===== src/hdl/uart_shadow_pkg.sv =====
/*
  Constants and carrier types for the UART shadow data port.
  Assumes a 50 MHz single clock and a 32-bit AHB-Lite register bus.
*/
package uart_shadow_pkg;
  // ==========================================================================
  // Register map (byte addresses).
  localparam logic [7:0] SHADOW_FIRST_ADDR = 8'h00;
  localparam logic [7:0] SHADOW_LAST_ADDR  = 8'h3c;
  localparam logic [7:0] CTRL_ADDR         = 8'h40;
  localparam logic [7:0] STATUS_ADDR       = 8'h44;
  localparam logic [7:0] INT_STATUS_ADDR   = 8'h48;
  localparam logic [7:0] INT_MASK_ADDR     = 8'h4c;
  // ==========================================================================
  // Field positions.
  localparam int CTRL_FIFO_EN_BIT   = 0;
  localparam int CTRL_IR_MODE_BIT   = 1;
  localparam int STAT_DATA_RDY_BIT  = 0;
  localparam int STAT_OVERRUN_BIT   = 1;
  localparam int STAT_TX_EMPTY_BIT  = 5;
  localparam int STAT_RX_CNT_LSB    = 8;
  localparam int STAT_TX_CNT_LSB    = 16;
  localparam int INT_OVERRUN_BIT    = 0;
  localparam int INT_TX_DROP_BIT    = 1;
  localparam int INT_RX_DATA_BIT    = 2;
  localparam int INT_TX_EMPTY_BIT   = 3;
  localparam int INT_BITS           = 4;
  // ==========================================================================
  // Sizes and reset values.
  localparam int          FIFO_DEPTH    = 16;
  localparam int          PTR_W         = 4;
  localparam int          CNT_W         = 5;
  localparam logic [4:0]  DEPTH_FIFO    = 5'h10;
  localparam logic [4:0]  DEPTH_SINGLE  = 5'h01;
  localparam logic [1:0]  CTRL_RESET    = 2'h0;
  localparam logic [3:0]  INT_RESET     = 4'h0;
  localparam logic [31:0] DATA_RESET    = 32'h0000_0000;
  localparam logic [7:0]  BYTE_RESET    = 8'h00;

  // One received character from a line decoder.
  typedef struct packed {
    logic       valid;
    logic [7:0] data;
  } char_t;

  // One byte handed to a line encoder.
  typedef struct packed {
    logic       load;
    logic [7:0] data;
  } tx_char_t;
endpackage


===== src/hdl/uart_shadow_data_port.sv =====
/*
  UART shadow data port: sixteen aliased words over AHB-Lite that read the
  receive buffer or FIFO head and write the transmit buffer or FIFO.
  Assumes line decoders deliver whole characters as one-cycle strobes, and
  the line encoder raises its busy input the cycle after a load pulse.
*/
// The address map and the AHB-Lite register port were decided locally.
// Function
// - All sixteen shadow words read the receive side and write the transmit side.
// - Low byte reads the character from the serial or infrared decoder by mode.
// - Read data is valid only while the data-ready flag is set.
// - Without FIFOs a new character overwrites an unread one and flags overrun.
// - With FIFOs a shadow read returns the receive FIFO head.
// - Full receive FIFO keeps contents, drops new character, flags overrun.
// - Written byte goes to serial output or inverted infrared output by mode.
// - Without FIFOs one write clears the transmit-holding-empty flag.
// - With FIFOs sixteen writes are accepted before the transmit FIFO is full.
// - A write to a full transmit FIFO is dropped, contents unchanged.
// - Without FIFOs a further write replaces the pending transmit byte.
module uart_shadow_data_port
  import uart_shadow_pkg::*;
(
  input  wire logic        clk,
  input  wire logic        rstn,
  input  wire logic        hsel,
  input  wire logic [31:0] haddr,
  input  wire logic [1:0]  htrans,
  input  wire logic        hwrite,
  input  wire logic [2:0]  hsize,
  input  wire logic [31:0] hwdata,
  input  wire logic        hready,
  output logic             hreadyout,
  output logic             hresp,
  output logic [31:0]      hrdata,
  input  wire char_t       serial_rx,
  input  wire char_t       ir_rx,
  input  wire logic        tx_busy,
  output tx_char_t         serial_tx,
  output tx_char_t         ir_tx_n,
  output logic             data_ready,
  output logic             tx_hold_empty,
  output logic             irq
);
  // ==========================================================================
  // Reset release
  logic [1:0] rst_sync_reg;
  logic       rst_n;

  // Two flops release the asynchronous reset in step with the clock.
  always_ff @(posedge clk or negedge rstn)
  begin
    if (!rstn) rst_sync_reg <= 2'h0;
    else       rst_sync_reg <= {rst_sync_reg[0], 1'b1};
  end
  assign rst_n = rst_sync_reg[1];

  // ==========================================================================
  // Bus decode
  logic [1:0]         ctrl_reg;
  logic               fifo_en;
  logic               ir_mode;
  logic [INT_BITS-1:0] int_status_reg;
  logic [INT_BITS-1:0] int_mask_reg;
  logic               wr_pend_reg;
  logic [7:0]         wr_addr_reg;
  logic               addr_phase;
  logic               rd_req;
  logic [7:0]         a_addr;
  logic               rd_shadow;
  logic               wr_shadow;

  assign fifo_en    = ctrl_reg[CTRL_FIFO_EN_BIT];
  assign ir_mode    = ctrl_reg[CTRL_IR_MODE_BIT];
  assign addr_phase = hsel && htrans[1] && hready;
  assign rd_req     = addr_phase && !hwrite && (haddr[31:8] == 24'h0);
  assign a_addr     = haddr[7:0];
  assign rd_shadow  = rd_req && (haddr[31:8] == 24'h0) && (a_addr <= SHADOW_LAST_ADDR);
  assign wr_shadow  = wr_pend_reg && (wr_addr_reg <= SHADOW_LAST_ADDR);

  // A write address is held for the following data phase.
  always_ff @(posedge clk or negedge rst_n)
  begin
    if (!rst_n)
    begin
      wr_pend_reg <= 1'b0;
      wr_addr_reg <= 8'h00;
    end
    else
    begin
      wr_pend_reg <= addr_phase && hwrite && (haddr[31:8] == 24'h0);
      wr_addr_reg <= {a_addr[7:2], 2'h0};
    end
  end

  // ==========================================================================
  // Receive buffer
  logic [7:0]       rx_mem [FIFO_DEPTH];
  logic [PTR_W-1:0] rx_rd_reg, rx_wr_reg;
  logic [CNT_W-1:0] rx_cnt_reg, rx_cnt_next, depth;
  char_t            rx_in;
  logic             rx_pop, rx_can, rx_ovr, ovr_reg, fifo_chg;

  assign depth    = fifo_en ? DEPTH_FIFO : DEPTH_SINGLE;
  assign rx_in    = ir_mode ? ir_rx : serial_rx;
  assign rx_pop   = rd_shadow && (rx_cnt_reg != 5'h00);
  assign rx_can   = (rx_cnt_reg < depth) || rx_pop;
  assign rx_ovr   = rx_in.valid && !rx_can;
  assign fifo_chg = wr_pend_reg && (wr_addr_reg == CTRL_ADDR) &&
                    (hwdata[CTRL_FIFO_EN_BIT] != fifo_en);
  assign rx_cnt_next = rx_cnt_reg + CNT_W'(rx_in.valid && rx_can) - CNT_W'(rx_pop);

  // Pointers and count; changing the FIFO mode flushes both buffers.
  always_ff @(posedge clk or negedge rst_n)
  begin
    if (!rst_n)
    begin
      rx_rd_reg  <= '0;
      rx_wr_reg  <= '0;
      rx_cnt_reg <= '0;
    end
    else if (fifo_chg)
    begin
      rx_rd_reg  <= '0;
      rx_wr_reg  <= '0;
      rx_cnt_reg <= '0;
    end
    else
    begin
      if (rx_pop) rx_rd_reg <= rx_rd_reg + 4'h1;
      if (rx_in.valid && rx_can) rx_wr_reg <= rx_wr_reg + 4'h1;
      rx_cnt_reg <= rx_cnt_next;
    end
  end

  // Storage cleared by reset so an early read sees zero; a full single buffer
  // is overwritten, a full FIFO is left alone.
  always_ff @(posedge clk or negedge rst_n)
  begin
    if (!rst_n) rx_mem <= '{default: BYTE_RESET};
    else if (rx_in.valid && rx_can) rx_mem[rx_wr_reg] <= rx_in.data;
    else if (rx_ovr && !fifo_en) rx_mem[rx_rd_reg] <= rx_in.data;
  end

  // Overrun stays set until the status word is read.
  always_ff @(posedge clk or negedge rst_n)
  begin
    if (!rst_n) ovr_reg <= 1'b0;
    else if (rx_ovr) ovr_reg <= 1'b1;
    else if (rd_req && a_addr == STATUS_ADDR) ovr_reg <= 1'b0;
  end

  // ==========================================================================
  // Transmit buffer
  logic [7:0]       tx_mem [FIFO_DEPTH];
  logic [PTR_W-1:0] tx_rd_reg, tx_wr_reg;
  logic [CNT_W-1:0] tx_cnt_reg, tx_cnt_next;
  logic             tx_pop, tx_can, tx_drop, tx_over, load_reg;

  assign tx_pop  = (tx_cnt_reg != 5'h00) && !tx_busy && !load_reg;
  assign tx_can  = (tx_cnt_reg < depth) || tx_pop;
  assign tx_over = wr_shadow && !tx_can;
  assign tx_drop = tx_over && fifo_en;
  assign tx_cnt_next = tx_cnt_reg + CNT_W'(wr_shadow && tx_can) - CNT_W'(tx_pop);

  // Pointers and count of pending transmit bytes.
  always_ff @(posedge clk or negedge rst_n)
  begin
    if (!rst_n)
    begin
      tx_rd_reg  <= '0;
      tx_wr_reg  <= '0;
      tx_cnt_reg <= '0;
    end
    else if (fifo_chg)
    begin
      tx_rd_reg  <= '0;
      tx_wr_reg  <= '0;
      tx_cnt_reg <= '0;
    end
    else
    begin
      if (tx_pop) tx_rd_reg <= tx_rd_reg + 4'h1;
      if (wr_shadow && tx_can) tx_wr_reg <= tx_wr_reg + 4'h1;
      tx_cnt_reg <= tx_cnt_next;
    end
  end

  // Only the low byte is stored; a single pending byte may be replaced.
  always_ff @(posedge clk)
  begin
    if (wr_shadow && tx_can) tx_mem[tx_wr_reg] <= hwdata[7:0];
    else if (tx_over && !fifo_en) tx_mem[tx_rd_reg] <= hwdata[7:0];
  end

  // The head byte is loaded to the encoder of the selected line.
  always_ff @(posedge clk or negedge rst_n)
  begin
    if (!rst_n)
    begin
      load_reg  <= 1'b0;
      serial_tx <= '{load: 1'b0, data: BYTE_RESET};
      ir_tx_n   <= '{load: 1'b0, data: ~BYTE_RESET};
    end
    else
    begin
      load_reg       <= tx_pop;
      serial_tx.load <= tx_pop && !ir_mode;
      ir_tx_n.load   <= tx_pop && ir_mode;
      if (tx_pop)
      begin
        serial_tx.data <= tx_mem[tx_rd_reg];
        ir_tx_n.data   <= ~tx_mem[tx_rd_reg];
      end
    end
  end

  // ==========================================================================
  // Control, flags and interrupt
  logic [INT_BITS-1:0] int_event;
  logic [INT_BITS-1:0] int_status_next;
  logic                tx_empty_rise;

  assign tx_empty_rise = (tx_cnt_reg != 5'h00) && (tx_cnt_next == 5'h00);
  assign int_event = {tx_empty_rise, rx_in.valid && rx_can, tx_drop, rx_ovr};
  assign int_status_next = (int_status_reg &
                            ~((wr_pend_reg && wr_addr_reg == INT_STATUS_ADDR) ?
                              hwdata[INT_BITS-1:0] : INT_RESET)) | int_event;

  // Software writes the control and mask words; events win over clears.
  always_ff @(posedge clk or negedge rst_n)
  begin
    if (!rst_n)
    begin
      ctrl_reg       <= CTRL_RESET;
      int_mask_reg   <= INT_RESET;
      int_status_reg <= INT_RESET;
      irq            <= 1'b0;
      data_ready     <= 1'b0;
      tx_hold_empty  <= 1'b1;
    end
    else
    begin
      if (wr_pend_reg && wr_addr_reg == CTRL_ADDR) ctrl_reg <= hwdata[1:0];
      if (wr_pend_reg && wr_addr_reg == INT_MASK_ADDR)
        int_mask_reg <= hwdata[INT_BITS-1:0];
      int_status_reg <= int_status_next;
      irq            <= |(int_status_next & int_mask_reg);
      data_ready     <= fifo_chg ? 1'b0 : (rx_cnt_next != 5'h00);
      tx_hold_empty  <= fifo_chg ? 1'b1 : (tx_cnt_next == 5'h00);
    end
  end

  // ==========================================================================
  // Read data and response
  logic [31:0] rd_word;

  // Read word chosen in the address phase and presented in the data phase.
  always_comb
  begin
    rd_word = DATA_RESET;
    if (rd_shadow) rd_word = {24'h0, rx_mem[rx_rd_reg]};
    else if (rd_req && a_addr == CTRL_ADDR) rd_word = {30'h0, ctrl_reg};
    else if (rd_req && a_addr == STATUS_ADDR)
    begin
      rd_word[STAT_DATA_RDY_BIT]  = rx_cnt_reg != 5'h00;
      rd_word[STAT_OVERRUN_BIT]   = ovr_reg;
      rd_word[STAT_TX_EMPTY_BIT]  = tx_cnt_reg == 5'h00;
      rd_word[STAT_RX_CNT_LSB +: CNT_W] = rx_cnt_reg;
      rd_word[STAT_TX_CNT_LSB +: CNT_W] = tx_cnt_reg;
    end
    else if (rd_req && a_addr == INT_STATUS_ADDR) rd_word = {28'h0, int_status_reg};
    else if (rd_req && a_addr == INT_MASK_ADDR) rd_word = {28'h0, int_mask_reg};
  end

  // Zero wait states and an OKAY answer on every transfer.
  always_ff @(posedge clk or negedge rst_n)
  begin
    if (!rst_n)
    begin
      hrdata    <= DATA_RESET;
      hreadyout <= 1'b1;
      hresp     <= 1'b0;
    end
    else
    begin
      hrdata    <= rd_word;
      hreadyout <= 1'b1;
      hresp     <= 1'b0;
    end
  end
endmodule


===== config.mk =====
export PLATFORM = sky130hd
export DESIGN_NAME = uart_shadow_data_port
export DESIGN_NICKNAME = d
export VERILOG_FILES = /design/src/hdl/uart_shadow_pkg.sv /design/src/hdl/uart_shadow_data_port.sv
export SDC_FILE = /design/constraint.sdc
export NUM_CORES = 1
export LEC_CHECK = 0
export BUFFER_PORTS_ARGS = -buffer_cell sky130_fd_sc_hd__buf_2
export CAP_MARGIN = 20
export CORE_UTILIZATION = 32
export DETAILED_ROUTE_END_ITERATION = 6
export PLACE_DENSITY = 0.46
export SYNTH_ARGS = -nofsm -noshare
export SYNTH_HDL_FRONTEND = slang
export SYNTH_SLANG_ARGS = --single-unit

===== constraint.sdc =====
create_clock -name clk -period 9.2 [get_ports clk]
set_input_delay 0.46 -clock clk [delete_from_list [all_inputs] [get_ports clk]]
set_output_delay 0.46 -clock clk [all_outputs]
set_load 0.01 [all_outputs]

==> summary.md, run 1 <==
| Metric | Value |
|---|---|
| Clock latency on the worst-skew pair | roughly 0.57 ns |
| Final wirelength | 36700 microns |
| CTS tree | built |
| Net switching share of the total power | around 29% |
| Final setup violation count | 0 |
| Sequential fraction of the synthesis area | approximately 60% |
| CTS sink count | ~340 |
| Cell internal power dissipation | 3.52 mW |
| Area of the core | 0.0476 sq mm |
| Sequential cell fraction of total power | about two fifths |
| First-iteration detailed-routing DRC count | 498 |
| Share of power burned in combinational logic | between 20% and 30% |
| Startpoint Class | register |
| Worst slew slack as a fraction of its limit | a little over a quarter |
| Number of inserted filler cells in the final layout | 4553 |
| Standard-cell rows | 80 |
| Setup repair after global routing missed its margin | no |
| Synth Cell Area | 0.0154 sq mm |
| Initial antenna violation count | 0 |
| Proportion of layout cells with a drive suffix above 1 | between 30% and 40% |
| Post-route core utilization | 37.8% |
| Master cell of the clock root buffer | sky130_fd_sc_hd__clkbuf_16 |
| Register-to-Register Setup Slack | between 5 and 6 ns |
| Number of synthesized flops with an enable pin | about 130 |
| Via-to-Cell Ratio | roughly 5.0 |
| Post-Synthesis Cells | roughly 1000 |
| Achievable frequency | roughly 240 MHz |
| Full die area | 0.0491 sq mm |
| Mean area per synthesized cell | 15.5 sq um |
| Starting density of the core | about a third |
| Clock tree buffer depth | 3 |
| H-Tree Depth | 2 |
| Min cycle time layout | approximately 4.2 ns |
| HPWL after DPL | about 23000 microns |
| Most common cell after layout, fill and taps aside | sky130_fd_sc_hd__dfrtp_1 |
| Final-report hold violation count | 0 |
| Critical path fanouts, max | 24 |
| Number of global-route vias before repair | roughly 9000 |
| Worst-margin pin slew | 1.11 ns |
| Iteration count of the initial detailed-routing pass | 4 |
| Top Registers | rx_mem x128, tx_mem x128, hrdata x18 |
| Most frequent cells in the layout | sky130_fd_sc_hd__dfrtp_1, sky130_fd_sc_hd__edfxtp_1, sky130_fd_sc_hd__mux2_2, sky130_fd_sc_hd__buf_2, sky130_fd_sc_hd__mux4_2 |
| Number of nets in the final layout | 1227 |
| Power density cells | 276 mW/mm^2 |
| Outcome | finished, final reports clean |
| Tot GR Track Use | between 10% and 20% |
| Clock share of power | roughly a third |
| YS warnings | 0 |
| Port buffer count | around 100 |
| Number of max-cap violations | 0 |
| Largest stage delay on the critical path | approximately 0.52 ns |
| Setup skew after layout | roughly 0.029 ns |
| Vert. Die Dim | approximately 220 microns |
| Fraction of registers with async set/reset | 62.6% |
| Number of buffers inserted during clock tree synthesis | 41 |
| Setup TNS after final layout | 0 ns |
| Wire length of the first global-routing pass | around 57000 microns |
| Required time of the critical path | between 9 and 10 ns |
| #FFs+latches synth | ~340 |
| Remaining routing DRC violations | 0 |
| Clock transition time at the flip-flop clock pins of the worst setup and hold paths | ~0.060 ns |
| Largest net degree at the start of global routing | between 70 and 80 |
| Cells along the critical path | inv_1 -> ha_1 -> nor4b_1 -> or3_1 -> inv_1 -> nand2_1 -> o21ai_0 -> ha_1 -> fa_1 -> xor2_1 -> nand2_1 -> o41ai_1 -> a221o_1 |
| Post-DRT Antenna Nets | 0 |
| Pins over their slew limit | 0 |
| Reported leakage power | ~7.3 nW |
| Arr. time, crit path | approximately 4.7 ns |
| Gp weighted congestion | between 0.7 and 0.8 |
| Via count | ~8700 |
| Hold WC Path Type | in -> reg |
| Max stage delay cell, worst path | sky130_fd_sc_hd__o41ai_1 |
| Period utilisation layout | 45.6% |
| Synth-to-layout area growth | 16.8% |
| Antenna diode count | 0 |
| IR Drop Worst-Case VDD | around 0.00012 V |
| Type of destination of the critical path | register |
| Post-synth top flop | sky130_fd_sc_hd__dfrtp_1 |
| WL/cell | around 21 microns |
| Post-Route Hold Slack | between 0.05 and 0.06 ns |
| Chip width | between 200 and 250 microns |
| Number of top-level pins | between 100 and 150 |
| Start-to-end type of the worst setup path | reg -> reg |
| Number of distinct library cell variants in the gate-level netlist after synthesis | 64 |
| Final global-route overflow total | 0 |
| Switching component of the power | roughly 1.5 mW |
[power groups by stage]
stage | Sequential, mW | Clock (mW) | Combinational (mW)
2_1_floorplan | 2.03 | 0 | 0.949
3_3_place_gp | 2.08 | 0 | 1.23
3_5_place_dp | 2.08 | 0 | 1.25
4_1_cts | 2.05 | 1.75 | 1.25
5_1_grt | 2.09 | 1.81 | 1.37
6_report | 2.05 | 1.70 | 1.23
[cell families after synthesis]
logic type | synth area share [%]
muxes | 22.7
DFF | 59.7
xor gates and xnor gates | 1.13
buffers and inverters | 2.72
other | 0.0487
AOI/OAI and AO/OA | 5.28
and+or+nand+nor | 6.06
adders and majority gates | 2.37
[path summary, 6_finish.rpt]
path                                       from              end  cells after the start
max in group asynchronous       rst_sync_reg[1]        rx_mem[3]                      1
worst min register to register  rst_sync_reg[0]  rst_sync_reg[1]                      0
worst max-delay path              tx_cnt_reg[2]              irq                     13
worst max register to register    tx_cnt_reg[2]              irq                     13
min in group asynchronous                  rstn  rst_sync_reg[1]                      2
worst min-delay path                   haddr[6]   wr_addr_reg[6]                      1
[final cells by class]
cell class | instances | area [sq um] | area share (%)
multi-input cells | 579 | 5860 | 32.5
repair buffers | 121 | 671 | 3.72
well taps | 615 | 769 | 4.27
clock buffers | 56 | 1150 | 6.40
clock inverters | 18 | 274 | 1.52
inverters | 21 | 78.8 | 0.437
flip-flops and latches | 342 | 9220 | 51.1
[critical path: cells and delay by family (launching register included)]
kind | cells | cell delay (ns)
xor gates and xnor gates | 1 | 0.23
buffers and inverters | 2 | 0.61
adders and majority gates | 3 | 0.81
and+or+nand+nor | 4 | 1.22
DFF | 1 | 0.40
AOI/OAI and AO/OA | 3 | 0.87
[metal layers]
layer	track usage [%]	share of wire (%)	routed length, microns	up-vias
li1	-	-	-	3957
met1	20.9	45	16500	4504
met2	24.8	49	17800	159
met3	2.57	3.6	1330	54
met4	5.51	2.7	987	0
met5	0	0	0	-
[synth_stat cells, types with 11 or more instances]
cell type / n / area (sq um)
sky130_fd_sc_hd__mux4_2: 81 / 1820
sky130_fd_sc_hd__nor2_1: 56 / 210
sky130_fd_sc_hd__a21oi_4: 12 / 195
sky130_fd_sc_hd__xnor2_1: 11 / 96.3
sky130_fd_sc_hd__clkbuf_1: 35 / 131
sky130_fd_sc_hd__buf_2: 14 / 70.1
sky130_fd_sc_hd__nand2_1: 50 / 188
sky130_fd_sc_hd__nand3_1: 12 / 60.1
sky130_fd_sc_hd__inv_1: 21 / 78.8
sky130_fd_sc_hd__edfxtp_1: 128 / 3840
sky130_fd_sc_hd__dfrtp_1: 205 / 5130
sky130_fd_sc_hd__o21ai_0: 11 / 55.1
sky130_fd_sc_hd__and2_1: 12 / 75.1
sky130_fd_sc_hd__o211ai_1: 24 / 180
sky130_fd_sc_hd__buf_4: 17 / 128
sky130_fd_sc_hd__mux2_2: 127 / 1430
sky130_fd_sc_hd__mux2_1: 18 / 203
sky130_fd_sc_hd__ha_1: 26 / 325
[per-stage QoR]
step | power [mW] | cell area [sq um] | worst slack (ns) | std cells
after global routing | 5.27 | 18000 | 4.53 | 1752
final | 4.97 | 18000 | 5.01 | 1752
after global placement | 3.31 | 16500 | 4.48 | 1672
after detailed placement | 3.33 | 16500 | 4.41 | 1672
after CTS | 5.05 | 18000 | 4.38 | 1750
after floorplan | 2.98 | 15500 | 2.81 | 1011
[what timing repair did]
item                                   4_1_cts  5_1_grt
endpoints found under the hold margin        5        0
hold buffers                                 4        0
setup buffers                                0        0
gates resized for setup                      0        0
Note: power is estimated with default switching activity, not from simulation.
==> run 2, diff against run 1 <==
--- a/config.mk
+++ b/config.mk
@@ -5,11 +5,12 @@
 export SDC_FILE = /design/constraint.sdc
 export NUM_CORES = 1
 export LEC_CHECK = 0
+export ABC_AREA = 1
 export BUFFER_PORTS_ARGS = -buffer_cell sky130_fd_sc_hd__buf_2
 export CAP_MARGIN = 20
 export CORE_UTILIZATION = 32
 export DETAILED_ROUTE_END_ITERATION = 6
-export PLACE_DENSITY = 0.46
+export PLACE_DENSITY = 0.48
 export SYNTH_ARGS = -nofsm -noshare
 export SYNTH_HDL_FRONTEND = slang
 export SYNTH_SLANG_ARGS = --single-unit
==> constraint.sdc (replaced) <==
create_clock -name clk -period 3.65 [get_ports clk]
set_input_delay 0.1825 -clock clk [delete_from_list [all_inputs] [get_ports clk]]
set_output_delay 0.1825 -clock clk [all_outputs]
set_load 0.01 [all_outputs]
==> run 2 against run 1 <==
Against the previous run: core utilization rose by 0.27 points; sequential power rose to 2.6 times the previous value; clock-buffer cell count rose by 1; critical path depth rose by 5; via count rose by 49%; synthesized cell count rose by 72%; die area rose by 5.0%; clock skew fell by 0.011 ns; non-clock buffer count rose by 42; register-to-register slack got worse by 4.5 ns; largest power group unchanged.
==> summary.md, run 2 <==
| Metric | Value |
|---|---|
| Setup TNS after final layout | 0 ns |
| Most frequent cells in the layout | sky130_fd_sc_hd__nand2_1, sky130_fd_sc_hd__dfrtp_1, sky130_fd_sc_hd__nor2_1, sky130_fd_sc_hd__o21ai_0, sky130_fd_sc_hd__edfxtp_1 |
| Clock share of power | between 30% and 40% |
| Number of inserted filler cells in the final layout | roughly 5100 |
| Number of distinct library cell variants in the gate-level netlist after synthesis | between 50 and 60 |
| Achievable frequency | around 320 MHz |
| Via count | 12884 |
| Initial antenna violation count | 0 |
| Hold WC Path Type | in -> reg |
| Pins over their slew limit | 0 |
| Worst Hold Depth | 1 |
| Pre-CTS setup slack | 0.487 ns |
| Required time of the critical path | around 4.2 ns |
| Area of the core | between 0.05 and 0.06 sq mm |
| Power density cells | ~730 mW/mm^2 |
| Switching component of the power | just over 5 mW |
| Chip width | between 200 and 250 microns |
| Net switching share of the total power | 36.7% |
| Most frequent cell after synthesis | sky130_fd_sc_hd__nand2_1 |
| Post-Synthesis Cells | 1711 |
| Number of nets in the final layout | 1952 |
| CTS sink count | ~340 |
| Post-synth top flop | sky130_fd_sc_hd__dfrtp_1 |
| Final wirelength | approximately 48000 microns |
| Number of top-level pins | between 100 and 150 |
| CTS tree | built |
| Sequential fraction of the synthesis area | a little under three fifths |
| Startpoint Class | register |
| Critical path fanouts, max | 6 |
| Startpoint of the worst-slack reg-to-reg timing path | tx_cnt_reg[2] |
| Number of buffers inserted during clock tree synthesis | 42 |
| IR Drop Worst-Case VDD | ~0.00032 V |
| Start-to-end type of the worst setup path | reg -> reg |
| Remaining routing DRC violations | 0 |
| Number of global-route vias before repair | ~12000 |
| Number of synthesized flops with an enable pin | between 100 and 150 |
| Setup repair after global routing missed its margin | no |
| Period utilisation layout | a little under nine tenths |
| HPWL after DPL | about 32000 microns |
| Sequential cell fraction of total power | 38.4% |
| Setup skew after layout | between 0.015 and 0.02 ns |
| Tot GR Track Use | roughly a fifth |
| Capture instance of the worst register-to-register path | irq |
| Fraction of registers with async set/reset | between 60% and 70% |
| Full die area | just over 0.05 sq mm |
| Worst-margin pin slew | ~1.1 ns |
| Final setup violation count | 0 |
| Worst slew slack as a fraction of its limit | 27.8% |
| Synth Cell Area | about 0.016 sq mm |
| Top cell type's share of synthesized area | between 30% and 40% |
| Resized cells post-CTS | 0 |
| Outcome | finished, final reports clean |
| Min-Delay Endpoint | tx_mem[8][1] |
| Worst Slack Setup Final | roughly 0.53 ns |
| Gp weighted congestion | around 0.83 |
| Proportion of layout cells with a drive suffix above 1 | between 10 and 15% |
| Share of power burned in combinational logic | 30.8% |
| Library cell with the largest summed area after synthesis | sky130_fd_sc_hd__dfrtp_1 |
| Min cycle time layout | 3.12 ns |
| Hold_sp | hwdata[1] |
| Most common cell after layout, fill and taps aside | sky130_fd_sc_hd__nand2_1 |
| Iteration count of the initial detailed-routing pass | 5 |
| Cell types with the highest counts after synthesis | sky130_fd_sc_hd__nand2_1, sky130_fd_sc_hd__dfrtp_1, sky130_fd_sc_hd__nor2_1 |
| Reported leakage power | ~8.4 nW |
| Number of max-cap violations | 0 |
| Master cell of the clock root buffer | sky130_fd_sc_hd__clkbuf_16 |
| Count of hold-fix buffers inserted at cts | 15 |
| YS warnings | 0 |
| Type of destination of the critical path | register |
| Via-to-Cell Ratio | between 5 and 6 |
| H-Tree Depth | 2 |
| Synth-to-layout area growth | 17.7% |
| Clock transition time at the flip-flop clock pins of the worst setup and hold paths | 0.06 ns |
| Antenna diode count | 0 |
| Total power of the final layout | approximately 14 mW |
| Mean area per synthesized cell | 9.48 sq um |
| Post-CTS Repair Setup Buffers | 0 |
| Clock latency on the worst-skew pair | about 0.58 ns |
| Final-report hold violation count | 0 |
| Standard-cell rows | approximately 80 |
| Cell internal power dissipation | a little under 9 mW |
| Area contributors post-synth | sky130_fd_sc_hd__dfrtp_1, sky130_fd_sc_hd__edfxtp_1, sky130_fd_sc_hd__nand2_1, sky130_fd_sc_hd__nand4_1, sky130_fd_sc_hd__o21ai_0 |
| First-iteration detailed-routing DRC count | 941 |
| Top Registers | rx_mem x128, tx_mem x128, hrdata x18 |
| Clock tree buffer depth | 3 |
| #FFs+latches synth | between 300 and 400 |
| Port buffer count | 103 |
| Vert. Die Dim | roughly 230 microns |
| Register-to-Register Setup Slack | around 0.53 ns |
| Worst reg2reg path depth | 18 |
| Largest net degree at the start of global routing | 73 |
| Arr. time, crit path | 3.63 ns |
| WL/cell | around 19 microns |
| Final global-route overflow total | 0 |
| Wire length of the first global-routing pass | between 70000 and 80000 microns |
| Starting density of the core | 32.4% |
| Post-DRT Antenna Nets | 0 |
## run 2: changes by cell type after synthesis, moves of 58 or more
cell / previous run / this run
sky130_fd_sc_hd__nand2_1: 50 / 450
sky130_fd_sc_hd__o21ai_0: 11 / 141
sky130_fd_sc_hd__mux2_2: 127 / 0
sky130_fd_sc_hd__nor2_1: 56 / 179
sky130_fd_sc_hd__nand4_1: 6 / 122
sky130_fd_sc_hd__mux4_2: 81 / 0
sky130_fd_sc_hd__nand3_1: 12 / 70
## run 2: power by group through the flow
| stage | Combinational (mW) | Sequential, mW | Clock [mW] |
|---|---|---|---|
| 3_3_place_gp | 4.24 | 5.40 | 0 |
| 3_5_place_dp | 4.31 | 5.42 | 0 |
| 6_report | 4.30 | 5.37 | 4.31 |
| 5_1_grt | 4.82 | 5.47 | 4.60 |
| 2_1_floorplan | 3.09 | 5.34 | 0 |
| 4_1_cts | 4.33 | 5.36 | 4.43 |
## run 2: worst max path at each step
stage	from	endpoint	slack, ns	cells past startpoint
floorplan	rst_sync_reg[1]	ctrl_reg[0]	0.14	0
global placement	tx_cnt_reg[2]	irq	0.59	18
detailed placement	tx_cnt_reg[2]	irq	0.49	18
CTS	tx_cnt_reg[2]	irq	0.47	18
global route	tx_cnt_reg[2]	irq	0.18	18
finish	tx_cnt_reg[2]	irq	0.53	18
## run 2: cell families after synthesis
group / share of synthesized area (%)
compound gates: 9.72
xor+xnor: 0.486
fa+ha+maj: 2.25
buf+inv: 4.89
flops: 56.8
other cells: 0.0463
simple gates: 25.8
## run 2: metrics by stage
| stage | utilization, % | hold slack [ns] | cell area, sq um | std cells |
|---|---|---|---|---|
| floorplan | - | -0.113 | 16300 | 1726 |
| global placement | 34.9 | -0.0311 | 17500 | 2444 |
| detailed placement | 34.9 | -0.0270 | 17500 | 2444 |
| CTS | 38.1 | 0.000267 | 19100 | 2536 |
| global route | 38.1 | 0.0210 | 19100 | 2536 |
| finish | 38.1 | 0.0302 | 19100 | 2536 |
## run 2: routing by layer
layer	GRT usage, %	wire [microns]
met1	25.3	21300
met2	31.1	23200
met3	3.33	2140
met4	5.52	1040
met5	0	0
## run 2: cell type report
type                    instances  area (sq um)  share of cell area [%]
repair buffers                163          1050                    5.52
clock buffers                  57          1180                    6.17
well taps                     672           841                    4.41
inverters                      72           273                    1.43
clock inverters                20           255                    1.34
multi-input cells            1210          6260                    32.8
flip-flops and latches        342          9220                    48.3
## run 2: worst max-delay path, cell delays in order, from the launching register on
cell and delay [ns]:
sky130_fd_sc_hd__dfrtp_1 0.39, sky130_fd_sc_hd__inv_1 0.15, sky130_fd_sc_hd__ha_1 0.16, sky130_fd_sc_hd__nand4_1 0.17, sky130_fd_sc_hd__nand3_1 0.23, sky130_fd_sc_hd__nand2_1 0.08, sky130_fd_sc_hd__nand2_1 0.14, sky130_fd_sc_hd__inv_1 0.09
sky130_fd_sc_hd__nand2_1 0.09, sky130_fd_sc_hd__nand2_1 0.06, sky130_fd_sc_hd__ha_1 0.20, sky130_fd_sc_hd__fa_1 0.40, sky130_fd_sc_hd__nand3_1 0.10, sky130_fd_sc_hd__nand2_1 0.06, sky130_fd_sc_hd__xor2_1 0.19, sky130_fd_sc_hd__nand3_1 0.14
sky130_fd_sc_hd__o21ai_0 0.22, sky130_fd_sc_hd__nand2_1 0.09, sky130_fd_sc_hd__nand4_1 0.10
==> run 3, diff against run 2 <==
--- a/config.mk
+++ b/config.mk
@@ -5,12 +5,11 @@
 export SDC_FILE = /design/constraint.sdc
 export NUM_CORES = 1
 export LEC_CHECK = 0
-export ABC_AREA = 1
 export BUFFER_PORTS_ARGS = -buffer_cell sky130_fd_sc_hd__buf_2
 export CAP_MARGIN = 20
-export CORE_UTILIZATION = 32
+export CORE_UTILIZATION = 54
 export DETAILED_ROUTE_END_ITERATION = 6
-export PLACE_DENSITY = 0.48
+export PLACE_DENSITY = 0.75
 export SYNTH_ARGS = -nofsm -noshare
 export SYNTH_HDL_FRONTEND = slang
 export SYNTH_SLANG_ARGS = --single-unit
==> run 3 against run 2 <==
Against the previous run: combinational power is 28% lower; power fell by 15%; core utilization grew 25 points; sequential cell count stayed put; first-iteration DRC count down 25%; highest routed layer unchanged; clock skew is 0.0073 ns higher.
==> summary.md, run 3 (synthesized netlist as in run 1, its figures left out) <==
| Metric | Value |
|---|---|
| Number of buffers inserted during clock tree synthesis | 37 |
| Start-to-end type of the worst setup path | reg -> reg |
| First-iteration detailed-routing DRC count | just over 700 |
| Largest stage delay on the critical path | between 0.5 and 0.6 ns |
| Net switching share of the total power | between 20% and 30% |
| Area of all sequential standard cells | 0.00922 sq mm |
| Area of the core | 0.0279 sq mm |
| Achievable frequency | 298 MHz |
| Worst slew slack as a fraction of its limit | 31.7% |
| Max stage delay cell, worst path | sky130_fd_sc_hd__a21o_1 |
| Number of inserted filler cells in the final layout | between 2000 and 2500 |
| Number of nets in the final layout | about 1200 |
| Area of the multi-input gates | 0.00587 sq mm |
| Outcome | finished, final reports clean |
| Starting density of the core | roughly 55% |
| Post-Route Hold Slack | around 0.034 ns |
| Number of global-route vias before repair | 8949 |
| Cell internal power dissipation | around 8.5 mW |
| Iteration count of the initial detailed-routing pass | 5 |
| Buffering stage count on the worst path with inverters included | 2 |
| Final global-route overflow total | 0 |
| Startpoint Class | register |
| Cell count after placement | between 1000 and 1500 |
| Vert. Die Dim | about 170 microns |
| Post-DRT Antenna Nets | 0 |
| CTS tree | built |
| Pins over their slew limit | 0 |
| Master cell of the clock root buffer | sky130_fd_sc_hd__clkbuf_16 |
| Most common cell after layout, fill and taps aside | sky130_fd_sc_hd__dfrtp_1 |
| Proportion of layout cells with a drive suffix above 1 | 37.5% |
| Cell Count, Final, Fillers Out | roughly 1500 |
| Min-Delay Endpoint | load_reg |
| Clock share of power | 30.4% |
| Post-route core utilization | 63.5% |
| Wire length of the first global-routing pass | 50900 microns |
| Full die area | slightly below 0.03 sq mm |
| Setup repair after global routing missed its margin | no |
| WL/cell | between 20 and 25 microns |
| Final-report hold violation count | 0 |
| Setup TNS after final layout | 0 ns |
| Setup skew after layout | between 0.02 and 0.025 ns |
| Type of destination of the critical path | register |
| Arr. time, crit path | around 3.8 ns |
| Gp weighted congestion | between 0.8 and 0.9 |
| Switching component of the power | approximately 3.5 mW |
| Period utilisation layout | roughly nine tenths |
| Required time of the critical path | between 4 and 5 ns |
| Hold WC Path Type | in -> reg |
| IR Drop Worst-Case VDD | roughly 0.00040 V |
| Tot GR Track Use | between 20% and 30% |
| Clock tree buffer depth | 3 |
| Final setup violation count | 0 |
| Worst reg2reg path depth | 8 |
| H-Tree Depth | 2 |
| Hold_sp | tx_busy |
| Worst Slack Setup Final | between 0.2 and 0.3 ns |
| Port buffer count | just over 100 |
| Cells along the critical path | inv_1 -> ha_1 -> o2bb2ai_1 -> buf_4 -> o21ba_2 -> o211ai_1 -> a21o_1 -> mux2_2 |
| Final wirelength | between 30000 and 40000 microns |
| Share of power burned in combinational logic | between 20 and 30% |
| Min cycle time layout | around 3.4 ns |
| Critical path fanouts, max | 19 |
| Number of max-cap violations | 0 |
| Via count | between 8000 and 9000 |
| HPWL after DPL | between 20000 and 25000 microns |
| Remaining routing DRC violations | 0 |
| Top Registers | rx_mem x128, tx_mem x128, hrdata x18 |
| Capture instance of the worst register-to-register path | rx_mem[116] |
| Chip width | around 170 microns |
| Via-to-Cell Ratio | about 5.8 |
| Antenna diode count | 0 |
| Number of top-level pins | roughly 150 |
| Startpoint of the worst-slack reg-to-reg timing path | ctrl_reg[0] |
| Pre-CTS setup slack | 0.311 ns |
| Sequential cell fraction of total power | 43.8% |
| Clock transition time at the flip-flop clock pins of the worst setup and hold paths | roughly 0.06 ns |
| Largest net degree at the start of global routing | 63 |
| Worst-margin pin slew | 1.02 ns |
| Delay-heaviest family, CP | compound AO/OA/AOI/OAI gates |
| Synth-to-layout area growth | 14.8% |
| Standard-cell rows | a little over 60 |
| Worst Hold Depth | 3 |
| Reported leakage power | roughly 7.3 nW |
| Register-to-Register Setup Slack | 0.29 ns |
| Clock latency on the worst-skew pair | roughly 0.53 ns |
| CTS sink count | between 300 and 400 |
| Most frequent cells in the layout | sky130_fd_sc_hd__dfrtp_1, sky130_fd_sc_hd__edfxtp_1, sky130_fd_sc_hd__mux2_2, sky130_fd_sc_hd__buf_2, sky130_fd_sc_hd__mux4_2 |
| Power density cells | 674 mW/mm^2 |
| Initial antenna violation count | 0 |
run 3: power by group through the flow:
stage,Clock (mW),Combinational [mW],Sequential (mW)
2_1_floorplan,0,2.39,5.12
3_3_place_gp,0,2.95,5.26
3_5_place_dp,0,3.04,5.30
4_1_cts,3.70,3.08,5.24
5_1_grt,3.85,3.38,5.33
6_report,3.63,3.08,5.23
run 3: routing by layer:
metal / part of all wire (%) / wire (microns) / GRT usage, % / vias to the layer above
li1: - / - / - / 3982
met5: 0 / 0 / 0 / -
met1: 42 / 13500 / 30.9 / 4509
met3: 4.9 / 1570 / 3.68 / 65
met2: 51 / 16400 / 38.1 / 266
met4: 3.0 / 980 / 8.46 / 0
run 3: cell type report:
cell class | instances | area share (%)
multi-input combinational | 579 | 33.1
timing repair buffer | 144 | 5.07
tap | 378 | 2.67
clock buffer | 49 | 5.59
clock inverter | 19 | 1.11
inverter | 21 | 0.445
sequential | 342 | 52.0
run 3: through the flow:
stage | cell area (sq um) | power, mW
floorplan | 15500 | 7.51
global placement | 16400 | 8.21
detailed placement | 16400 | 8.34
CTS | 17700 | 12.0
global route | 17700 | 12.6
finish | 17700 | 11.9
run 3: timing repair:
item / in CTS / in global routing
hold buffers: 10 / 0
endpoints found under the hold margin: 9 / 0
gates resized for setup: 0 / 1
setup endpoints to repair: 0 / 1
buffers inserted: 0 / 0
run 3: tightest hold or removal path, cell delays in order:
cell	delay, ns
sky130_fd_sc_hd__buf_2	0.07
sky130_fd_sc_hd__or3_1	0.15
sky130_fd_sc_hd__inv_1	0.09
run 3: worst max path at each step:
stage	to	cells after the start	start	slack [ns]
2_1_floorplan	ctrl_reg[0]	0	rst_sync_reg[1]	0.14
3_3_place_gp	irq	14	tx_cnt_reg[2]	0.33
3_5_place_dp	irq	14	ctrl_reg[0]	0.31
4_1_cts	irq	14	ctrl_reg[0]	0.29
5_1_grt	data_ready	14	ctrl_reg[0]	0.05
6_report	rx_mem[116]	8	ctrl_reg[0]	0.29
